## src/maint_pkg.sv

```systemverilog
/*
  Constants for the service-life supervision block: life scale, warning threshold,
  allocation codes, monitor item numbering and reset values.
  Assumes life values arrive as whole percentages, 0 to 100, with an update strobe.
*/
// Overview of operation
// - Life values are percentages: 100 when new, falling with use, 0 at replacement.
// - When enabled, warn if fan, capacitor, inrush or brake life is at most 10%.
// - Warning enable: 0 suppresses (default), 1 detects; change applies after restart.
// - Maintenance output is active while any life value is at most 10%.
// - Maintenance output is inactive only while all four values exceed 10%.
// - Maintenance output follows the comparison even with warnings disabled.
// - Maintenance output reaches a pin only when allocated; unallocated drives nothing.
// - Environment and life values are readable as a contiguous group of monitor items.
package maint_pkg;
  localparam int LIFE_W = 7;
  localparam logic [6:0] LIFE_FULL = 7'h64;
  localparam logic [6:0] LIFE_ZERO = 7'h00;
  localparam logic [6:0] LIFE_THRESHOLD = 7'h0A;
  localparam int NUM_UNITS = 4;
  localparam int PIN_SEL_W = 3;
  localparam int NUM_PINS = 3;
  localparam logic [2:0] PIN_UNALLOCATED = 3'h0;
  localparam int ITEM_W = 3;
  localparam logic [2:0] LIFE_MONITOR_FIRST_ITEM = 3'h0;
  localparam logic [2:0] LIFE_MONITOR_LAST_ITEM = 3'h5;
  localparam logic [7:0] MAINT_WARNING_CODE = 8'hB0;
  localparam logic [7:0] NO_WARNING_CODE = 8'h00;
endpackage

```

## src/maintenance_life_alert.sv

```systemverilog
/*
  Service-life supervision: holds four life percentages, compares them with the
  threshold, raises the maintenance warning and drives the allocated output pin.
  Assumes inputs synchronous to REF_CLK; the restart is a pulse from drive control.
*/
module maintenance_life_alert (
  // Clock and reset
  input wire logic REF_CLK,
  input wire logic SYS_RST,
  // Life estimate updates
  input wire logic LIFE_UPDATE,
  input wire logic [6:0] FAN_LIFE,
  input wire logic [6:0] CAP_LIFE,
  input wire logic [6:0] INRUSH_LIFE,
  input wire logic [6:0] BRAKE_LIFE,
  // Environment values
  input wire logic [6:0] DRIVE_ENV,
  input wire logic [6:0] MOTOR_ENV,
  // Configuration
  input wire logic RESTART,
  input wire logic MAINT_WARN_ENABLE_CFG,
  input wire logic [2:0] OUTPUT_PIN_ALLOCATION_CFG,
  // Monitor read port
  input wire logic [2:0] MONITOR_ITEM,
  output logic [6:0] MONITOR_DATA,
  output logic MONITOR_VALID,
  // Warning and output
  output logic MAINT_WARNING,
  output logic [7:0] MAINT_WARNING_CODE,
  output logic MAINT_DUE_OUT,
  output logic [2:0] PIN_OUT,
  output logic [2:0] PIN_OE
);

  //////////////////////////////////////////////////////////////////////////////

  typedef enum logic [1:0] {
    ST_BOOT = 2'b00,
    ST_RUN = 2'b01
  } mode_type;

  typedef struct packed {
    mode_type mode;
    logic warn_en;
    logic [6:0] fan;
    logic [6:0] cap;
    logic [6:0] inrush;
    logic [6:0] brake;
    logic eval;
    logic warning;
    logic [7:0] code;
    logic due;
    logic [2:0] pin_out;
    logic [2:0] pin_oe;
    logic [6:0] mon_data;
    logic mon_valid;
  } state_type;

  state_type cur;
  state_type next_cur;
  logic [3:0] low;

  life_compare #(
    .UNITS(maint_pkg::NUM_UNITS),
    .WIDTH(maint_pkg::LIFE_W)
  ) u_cmp (
    .life({cur.brake, cur.cap, cur.inrush, cur.fan}),
    .threshold(maint_pkg::LIFE_THRESHOLD),
    .low(low)
  );

  //////////////////////////////////////////////////////////////////////////////

  always_comb begin
    next_cur = cur;
    next_cur.eval = 1'b0;
    // Enable is sampled only at restart and in the boot cycle after reset, so a live change cannot toggle warnings.
    if (cur.mode == ST_BOOT || RESTART) begin
      next_cur.mode = ST_RUN;
      next_cur.warn_en = MAINT_WARN_ENABLE_CFG;
    end
    // Values above full scale are clamped so the scale stays 0 to 100.
    if (LIFE_UPDATE) begin
      next_cur.fan = (FAN_LIFE > maint_pkg::LIFE_FULL) ? maint_pkg::LIFE_FULL : FAN_LIFE;
      next_cur.cap = (CAP_LIFE > maint_pkg::LIFE_FULL) ? maint_pkg::LIFE_FULL : CAP_LIFE;
      next_cur.inrush = (INRUSH_LIFE > maint_pkg::LIFE_FULL) ? maint_pkg::LIFE_FULL : INRUSH_LIFE;
      next_cur.brake = (BRAKE_LIFE > maint_pkg::LIFE_FULL) ? maint_pkg::LIFE_FULL : BRAKE_LIFE;
      next_cur.eval = 1'b1;
    end
    // Outputs recomputed every cycle; they settle two clocks after an update.
    next_cur.due = |low;
    next_cur.warning = cur.warn_en & (|low);
    next_cur.code = (cur.warn_en & (|low)) ? maint_pkg::MAINT_WARNING_CODE : maint_pkg::NO_WARNING_CODE;
    // Codes above the pin count select nothing, so a bad setting leaves every contact open.
    for (int i = 0; i < maint_pkg::NUM_PINS; i++) begin
      // Only the allocated pin is enabled; closed contact means driven high.
      next_cur.pin_oe[i] = (OUTPUT_PIN_ALLOCATION_CFG == 3'(i + 1));
      next_cur.pin_out[i] = (OUTPUT_PIN_ALLOCATION_CFG == 3'(i + 1)) & (|low);
    end
    // Six contiguous monitor items: two environment, four life values.
    next_cur.mon_valid = MONITOR_ITEM <= maint_pkg::LIFE_MONITOR_LAST_ITEM;
    unique case (MONITOR_ITEM)
      3'h0: next_cur.mon_data = DRIVE_ENV;
      3'h1: next_cur.mon_data = MOTOR_ENV;
      3'h2: next_cur.mon_data = cur.fan;
      3'h3: next_cur.mon_data = cur.cap;
      3'h4: next_cur.mon_data = cur.inrush;
      3'h5: next_cur.mon_data = cur.brake;
      default: next_cur.mon_data = maint_pkg::LIFE_ZERO;
    endcase
  end

  always_ff @(posedge REF_CLK or posedge SYS_RST) begin
    // Lives come back at full scale so that a reset cannot raise a false maintenance alarm.
    if (SYS_RST) begin
      cur <= '{mode: ST_BOOT, warn_en: 1'b0, fan: maint_pkg::LIFE_FULL, cap: maint_pkg::LIFE_FULL,
               inrush: maint_pkg::LIFE_FULL, brake: maint_pkg::LIFE_FULL, eval: 1'b0, warning: 1'b0,
               code: maint_pkg::NO_WARNING_CODE, due: 1'b0, pin_out: 3'h0, pin_oe: 3'h0,
               mon_data: maint_pkg::LIFE_ZERO, mon_valid: 1'b0};
    end else begin
      cur <= next_cur;
    end
  end

  assign MONITOR_DATA = cur.mon_data;
  assign MONITOR_VALID = cur.mon_valid;
  assign MAINT_WARNING = cur.warning;
  assign MAINT_WARNING_CODE = cur.code;
  assign MAINT_DUE_OUT = cur.due;
  assign PIN_OUT = cur.pin_out;
  assign PIN_OE = cur.pin_oe;
endmodule

```

## src/life_compare.sv

```systemverilog
/*
  Threshold comparator for the four life values.
  Assumes the caller registers the result; purely combinational.
*/
module life_compare #(
  parameter int UNITS = 4,
  parameter int WIDTH = 7
) (
  input wire logic [UNITS*WIDTH-1:0] life,
  input wire logic [WIDTH-1:0] threshold,
  output logic [UNITS-1:0] low
);
  genvar g;
  generate
    for (g = 0; g < UNITS; g++) begin : g_cmp
      // Equal to the threshold counts as worn out.
      assign low[g] = life[g*WIDTH +: WIDTH] <= threshold;
    end
  endgenerate
endmodule

```

## config.mk

```make
export PLATFORM = sky130hd
export DESIGN_NAME = maintenance_life_alert
export DESIGN_NICKNAME = d
export VERILOG_FILES = /design/src/maint_pkg.sv /design/src/maintenance_life_alert.sv /design/src/life_compare.sv
export SDC_FILE = /design/constraint.sdc
export NUM_CORES = 1
export LEC_CHECK = 0
export ABC_CLOCK_PERIOD_IN_PS = 4400
export BUFFER_PORTS_ARGS = -buffer_cell sky130_fd_sc_hd__buf_2
export CELL_PAD_IN_SITES_DETAIL_PLACEMENT = 2
export CELL_PAD_IN_SITES_GLOBAL_PLACEMENT = 2
export CORE_UTILIZATION = 32
export CTS_CLUSTER_DIAMETER = 200
export DETAILED_ROUTE_END_ITERATION = 10
export PLACE_DENSITY_LB_ADDON = 0.05
export RECOVER_POWER = 100
export SLEW_MARGIN = 20
export SYNTH_ARGS = -nofsm -noshare
export SYNTH_HDL_FRONTEND = slang
export SYNTH_SLANG_ARGS = --single-unit
```

## constraint.sdc

```tcl
create_clock -name REF_CLK -period 4.4 [get_ports REF_CLK]
set_clock_uncertainty 0.2 [all_clocks]
set_input_delay 1.32 -clock REF_CLK [delete_from_list [all_inputs] [get_ports REF_CLK]]
set_output_delay 1.32 -clock REF_CLK [all_outputs]
set_load 0.02 [all_outputs]
```

==> impl_metrics.py, run 1 <==
metrics = {
    "run_status": {
        "run_status": "complete, but fails checks",
        "violations": "max-capacitance violations, max-slew violations",
    },
    "routing": {
        "wl_met1_um": 2820,
        "top_layer_used": "met4",
        "viasPerCell": 4.73,
        "drc": 0,
        "first_pass_iters": 4,
        "met3WireLength_um": 221,
        "vias": 1853,
        "ant_nets": 0,
        "post_drt_wl_per_cell_um": 15.4,
        "first_iter_violations": 31,
        "wirelength_um": 6040,
        "met2_length_um": 2970,
    },
    "timing": {
        "fin_crit_sh_pct": 70.7,
        "setup_viol_count_final": 0,
        "hold_viol": 0,
        "grt_setup_unrepaired": "no",
        "slew_headroom_pct": -39.6,
        "worstMarginPinSlew_ns": 2.08,
        "fin_tns_setup_ns": 0,
        "fmax_mhz": 321,
        "worst_hold_slack_ns": 0.306,
        "drv_slew": 47,
        "period_minus_slack_ns": 3.11,
    },
    "clock_network": {
        "cts_num_sinks": 46,
        "cts_resized": 0,
        "post-cts-setup-buffer-count": 0,
        "cts_tree": "yes",
        "clk_path_buf_depth": 2,
        "cts_root_buffer": "clkbuf_8",
        "clkLatencyLatePin_ns": 0.30,
        "cts_hold_buf": 0,
        "cts_buffers": 5,
        "htreeDepth": 2,
        "clk_pin_slew_ns": 0.08,
    },
    "synth": {
        "synthDistinctLibCells": 31,
        "synth_mux_area_share_pct": 9.39,
        "syn_area_per_cell_um2": 9.59,
        "yosysTopAreaCellShare_pct": 36.1,
        "synthSimpleGateAreaFrac_pct": 13.2,
        "syn_inst": 246,
        "async_flop_share_pct": 100,
        "synth_top_family_by_area": "buffers and inverters",
        "ys_top_cells_by_area": "dfrtp_1 (36%), dfstp_2 (13%), buf_4 (7.0%)",
        "synthFlopType": "dfrtp_1",
        "ys_seq_area_share_pct": 49.4,
        "synth_top_cell_by_area": "dfrtp_1",
        "synthXorXnorAreaFrac_pct": 0,
        "synth_compound_area_share_pct": 13.0,
        "netlist_area_mm2": 0.00236,
        "yosys_warnings": 0,
        "synth-seq-cells": 46,
        "yosys.area_share.adder_pct": 0,
        "synth_edf_count": 0,
    },
    "setup_path": {
        "crit_fanout": 18,
        "required_ns": 4.34,
        "path_class": "in2reg",
        "cp.arrival_ns": 3.05,
        "end_kind": "flip-flop",
        "crit_path_start_kind": "primary input",
    },
    "placed_design": {
        "gp_congestion": 0.765,
        "dpl_cell_area_mm2": 0.00261,
        "hpwl_um": 4590,
        "port_buffers": 71,
    },
    "power": {
        "power.total_mw": 0.989,
        "power.leakage_nw": 1.25,
        "p_per_area_mw_per_mm2": 369,
        "peakVddDrop_mv": 0.112,
    },
    "grt": {
        "grt_pass1_wl_um": 9760,
        "grt_usage_pct": 16.8,
        "gr-total-overflow": 0,
        "antenna_found_initial": 0,
        "grt_max_degree": 47,
        "grt_pass1_vias": 1973,
    },
    "floorplanning": {
        "die_h_um": 87.9,
        "core_mm2": 0.00694,
        "io_pins": 77,
        "start_util_pct": 34.0,
        "rows": 30,
        "dieWidth_um": 87.9,
        "die_area_mm2": 0.00772,
    },
    "cells_and_area": {
        "diodes": 0,
        "drive_above_1_share_pct": 25.7,
        "mostFrequentLayoutCells": "buf_2 (48), dfrtp_1 (34), nor2_1 (28)",
        "final_common_cell": "buf_2",
        "areaGrowthSynthToFinish_pct": 13.5,
        "final.fill_count": 833,
        "final_util_pct": 38.5,
        "fin_area_mm2": 0.00268,
        "nets": 348,
    },
    "run": {
        "cap_violations": 1,
    },
    "hold_path": {
        "hp-class": "reg2reg",
    },
}
[worst max-delay path: stages]
cell and delay (ns):
clkbuf_1 0.76, nor2b_1 0.41, a221o_1 0.41, nand2_1 0.07
o21ai_1 0.06
[Yosys cell counts (2+ instances only)]
| cell | number |
|---|---|
| nand2_1 | 6 |
| buf_2 | 5 |
| clkbuf_1 | 2 |
| conb_1 | 2 |
| a211oi_1 | 4 |
| nand3_1 | 9 |
| mux2i_1 | 12 |
| buf_4 | 22 |
| nor2_1 | 28 |
| mux2_2 | 9 |
| o21ai_0 | 17 |
| inv_1 | 27 |
| dfrtp_1 | 34 |
| a31oi_1 | 3 |
| nor3_1 | 8 |
| nor2b_1 | 4 |
| nor2b_4 | 2 |
| a21oi_1 | 17 |
| nor3b_1 | 3 |
| buf_6 | 2 |
| o22ai_1 | 9 |
| dfstp_2 | 12 |
[state kept, by name, indices dropped and copies added (netlist names)]
| name | flops |
|---|---|
| PIN_OE | 3 |
| PIN_OUT | 3 |
| MONITOR_DATA | 7 |
| MONITOR_VALID | 1 |
| MAINT_DUE_OUT | 1 |
| cur | 30 |
| MAINT_WARNING_CODE | 1 |
[area by class of cell]
cell class	instances	area, µm²	share of cell area [%]
Clock inverter	1	30.0	1.12
Clock buffer	7	76.3	2.85
Tap cell	96	120	4.49
Inverter	27	103	3.83
Multi-Input combinational cell	144	855	31.9
Timing Repair Buffer	71	327	12.2
Sequential cell	46	1170	43.6
[cells by family (layout without fill, tap and decap cells)]
| kind of cell | after synthesis | in the layout |
|---|---|---|
| AOI/OAI and AO/OA | 54 | 54 |
| buffers and inverters | 60 | 106 |
| DFF | 46 | 46 |
| muxes | 21 | 21 |
| other | 2 | 6 |
| and+or+nand+nor | 63 | 63 |
[where the power goes]
| part | switching, mW | total (mW) | internal, mW |
|---|---|---|---|
| Clock | 0.144 | 0.314 | 0.170 |
| Combinational | 0.108 | 0.174 | 0.0651 |
| Sequential | 0.0301 | 0.501 | 0.471 |
[stage by stage]
step	instances	worst slack, ns
after detailed placement	384	1.65
after global placement	384	1.73
after global routing	392	1.13
final	392	1.29
after floorplan	250	1.81
after CTS	392	1.96
[worst paths after layout]
check | startpoint | to | slack, ns | depth (start not counted)
hold / removal | cur[53] | cur[53] | 0.31 | 1
min in group asynchronous | SYS_RST | PIN_OE[0] | 1.33 | 2
setup / recovery | MONITOR_ITEM[2] | MONITOR_DATA[0] | 1.29 | 5
hold reg to reg | cur[53] | cur[53] | 0.31 | 1
setup reg to reg | cur[27] | PIN_OUT[1] | 2.77 | 4
max in group asynchronous | SYS_RST | MONITOR_DATA[0] | 1.70 | 2
[metal layers]
| metal | GRT usage (%) | up-vias |
|---|---|---|
| met3 | 2.83 | 5 |
| li1 | - | 888 |
| met1 | 22.5 | 912 |
| met5 | 0 | - |
| met2 | 28.3 | 48 |
| met4 | 4.02 | 0 |
Note: power is estimated with default switching activity, not from simulation.
==> inputs of run 2 (changes only) <==
--- a/config.mk
+++ b/config.mk
@@ -5,11 +5,12 @@
 export SDC_FILE = /design/constraint.sdc
 export NUM_CORES = 1
 export LEC_CHECK = 0
-export ABC_CLOCK_PERIOD_IN_PS = 4400
+export ABC_AREA = 1
+export ABC_CLOCK_PERIOD_IN_PS = 3210
 export BUFFER_PORTS_ARGS = -buffer_cell sky130_fd_sc_hd__buf_2
 export CELL_PAD_IN_SITES_DETAIL_PLACEMENT = 2
 export CELL_PAD_IN_SITES_GLOBAL_PLACEMENT = 2
-export CORE_UTILIZATION = 32
+export CORE_UTILIZATION = 27
 export CTS_CLUSTER_DIAMETER = 200
 export DETAILED_ROUTE_END_ITERATION = 10
 export PLACE_DENSITY_LB_ADDON = 0.05
==> constraint.sdc (replaced) <==
create_clock -name REF_CLK -period 3.21 [get_ports REF_CLK]
set_clock_uncertainty 0.2 [all_clocks]
set_input_delay 0.963 -clock REF_CLK [delete_from_list [all_inputs] [get_ports REF_CLK]]
set_output_delay 0.963 -clock REF_CLK [all_outputs]
set_load 0.02 [all_outputs]
==> run 2 against run 1 <==
Against the previous run: the run now ends clean; hold slack worse by 0.030 ns; clock power up 16%; wire length up 15%; critical path depth up 1; utilization down 5.5 points; global-route usage down 0.50 points; sequential power up 36%; non-clock buffer count up 2; clock-buffer cell count down 2; area after synthesis up 1.3%; first-iteration DRC count up 9.7%; critical path type unchanged; critical endpoint unchanged.
==> impl_metrics.py, run 2 <==
metrics = {
    "synth": {
        "ys_top_cells_by_area": "dfrtp_1 (36%), nand2_1 (17%), dfstp_2 (13%)",
        "synth_mux_area_share_pct": 0,
        "synth_top_cell_by_area": "dfrtp_1",
        "async_flop_share_pct": 100,
        "ys_seq_area_share_pct": 48.8,
        "synth.most_common_cell": "nand2_1",
        "synth_compound_area_share_pct": 6.18,
        "syn_inst": 318,
        "yosysTopAreaCellShare_pct": 35.6,
        "synthSimpleGateAreaFrac_pct": 31.4,
        "netlist_area_mm2": 0.00239,
        "yosys.area_share.adder_pct": 0,
        "synthFlopType": "dfrtp_1",
        "synth_edf_count": 0,
        "syn_area_per_cell_um2": 7.52,
        "synthDistinctLibCells": 20,
        "synth_top_family_by_area": "simple AND/OR/NAND/NOR gates",
        "yosys_warnings": 0,
        "synth_common_cells": "nand2_1 (111), dfrtp_1 (34), inv_1 (32)",
        "synthXorXnorAreaFrac_pct": 0,
        "synth-seq-cells": 46,
    },
    "cells_and_area": {
        "nets": 426,
        "multi_input_area_um2": 915,
        "largest_reg_flops": 30,
        "regMostFlops": "cur",
        "mostFrequentLayoutCells": "nand2_1 (111), buf_2 (49), dfrtp_1 (34)",
        "final_common_cell": "nand2_1",
        "final.fill_count": 1055,
        "drive_above_1_share_pct": 20.1,
        "areaGrowthSynthToFinish_pct": 15.9,
        "final-seq-area_mm2": 0.00117,
        "diodes": 0,
    },
    "hold_path": {
        "hp-start": "cur[54]",
        "holdPathStages": 1,
        "hold_path_end": "cur[53]",
        "hp-class": "reg2reg",
    },
    "floorplanning": {
        "rows": 33,
        "core_mm2": 0.00838,
        "die_area_mm2": 0.00923,
        "die_h_um": 96.1,
        "dieWidth_um": 96.1,
        "io_pins": 77,
        "start_util_pct": 28.5,
    },
    "grt": {
        "grt_max_degree": 47,
        "gr-total-overflow": 0,
        "antenna_found_initial": 0,
        "grt_usage_pct": 16.3,
        "grt_pass1_wl_um": 11300,
        "grt_pass1_vias": 2202,
    },
    "routing": {
        "viasPerCell": 4.49,
        "ant_nets": 0,
        "drc": 0,
        "first_iter_violations": 34,
        "post_drt_wl_per_cell_um": 14.5,
        "vias": 2149,
        "wirelength_um": 6950,
        "first_pass_iters": 4,
    },
    "clock_network": {
        "post-cts-setup-buffer-count": 0,
        "clkLatencyLatePin_ns": 0.30,
        "cts_tree": "yes",
        "htreeDepth": 2,
        "cts_num_sinks": 46,
        "cts_root_buffer": "clkbuf_8",
        "cts_resized": 0,
        "cts_hold_buf": 0,
        "clk_pin_slew_ns": 0.10,
        "cts_buffers": 5,
        "clk_path_buf_depth": 2,
    },
    "setup_path": {
        "crit_path_start_kind": "primary input",
        "r2r_setup_slack_ns": 1.60,
        "cp.arrival_ns": 2.34,
        "required_ns": 3.25,
        "end_kind": "flip-flop",
        "path_cells": "clkbuf_1 -> nor3_1 -> nand2_1 -> nand2_1 -> nor2_1 -> nand2_1",
        "cp_slowest_cell": "nor3_1",
        "r2r_cells": 7,
        "cpMostUsedCell": "nand2_1",
        "timing.rr.end": "PIN_OUT[1]",
        "crit_fanout": 11,
        "r2r_start": "cur[41]",
        "path_class": "in2reg",
        "max_stage_delay_ns": 0.77,
    },
    "placed_design": {
        "place_ws_ns": 0.928,
        "gp_congestion": 0.734,
        "port_buffers": 71,
        "hpwl_um": 5480,
    },
    "timing": {
        "worstMarginPinSlew_ns": 1.20,
        "slew_headroom_pct": 19.8,
        "fin_tns_setup_ns": 0,
        "fmax_mhz": 434,
        "setup_viol_count_final": 0,
        "hold_viol": 0,
        "worst_slack_ns": 0.905,
        "fin_crit_sh_pct": 71.8,
        "period_minus_slack_ns": 2.31,
        "drv_slew": 0,
        "grt_setup_unrepaired": "no",
    },
    "run_status": {
        "run_status": "completed",
    },
    "power": {
        "peakVddDrop_mv": 0.174,
        "p_per_area_mw_per_mm2": 466,
        "power.leakage_nw": 1.46,
    },
    "run": {
        "cap_violations": 0,
    },
}
run 2: cell count changes after synthesis, moves of 4 or more:
cell	before	now
mux2i_1	12	0
inv_1	27	32
mux2_2	9	0
o21ai_0	17	10
nand3_1	9	15
o22ai_1	9	1
nand4_1	0	6
nand2_1	6	111
nor2b_1	4	0
a211oi_1	4	0
run 2: logic make-up (layout without fill, tap and decap cells):
| kind of cell | after synthesis | in the layout |
|---|---|---|
| buffers and inverters | 63 | 115 |
| AND/OR/NAND/NOR | 178 | 178 |
| flip-flops | 46 | 46 |
| other | 2 | 6 |
| AO/OA/AOI/OAI | 29 | 29 |
run 2: how the worst max path moves through the flow:
stage | startpoint | end | slack [ns]
floorplan | SYS_RST | MAINT_DUE_OUT | 0.98
global placement | MONITOR_ITEM[0] | MONITOR_DATA[3] | 0.94
detailed placement | MONITOR_ITEM[0] | MONITOR_DATA[6] | 0.93
CTS | MAINT_WARNING_CODE[5] | MAINT_WARNING | 1.17
global route | MONITOR_ITEM[1] | MONITOR_DATA[3] | 0.65
finish | MONITOR_ITEM[1] | MONITOR_DATA[0] | 0.90
run 2: worst max-delay path: cells and delay by family:
| family | cells | cell delay, ns |
|---|---|---|
| simple gates | 5 | 1.13 |
| buf+inv | 1 | 0.24 |
run 2: power by group:
group | switching (mW) | internal, mW | total (mW)
sequential | 0.0364 | 0.644 | 0.681
clock | 0.211 | 0.153 | 0.365
combinational | 0.169 | 0.0772 | 0.246
total | 0.416 | 0.875 | 1.29
run 2: layer usage:
metal | up-vias | global-route usage (%) | part of all wire, %
li1 | 1073 | - | -
met4 | 0 | 3.73 | 0.83
met2 | 45 | 25.9 | 45
met5 | - | 0 | 0
met3 | 6 | 2.69 | 3.6
met1 | 1025 | 23.0 | 51
run 2: per-stage QoR:
stage / total power [mW] / utilization, % / hold slack, ns / instances / instance area, µm²
2_1_floorplan: 0.866 / - / 0.238 / 322 / 2400
3_3_place_gp: 0.945 / 32.4 / 0.249 / 471 / 2720
3_5_place_dp: 0.953 / 32.4 / 0.257 / 471 / 2720
4_1_cts: 1.32 / 33.5 / 0.272 / 479 / 2810
5_1_grt: 1.37 / 33.0 / 0.306 / 479 / 2770
6_report: 1.29 / 33.0 / 0.276 / 479 / 2770
run 2: layout make-up:
| type | count | share of cell area, % |
|---|---|---|
| flip-flops and latches | 46 | 42.1 |
| multi-input cells | 213 | 33.0 |
| repair buffers | 73 | 12.3 |
| well taps | 105 | 4.74 |
| inverters | 34 | 4.61 |
| clock buffers | 5 | 2.48 |
| clock inverters | 3 | 0.768 |
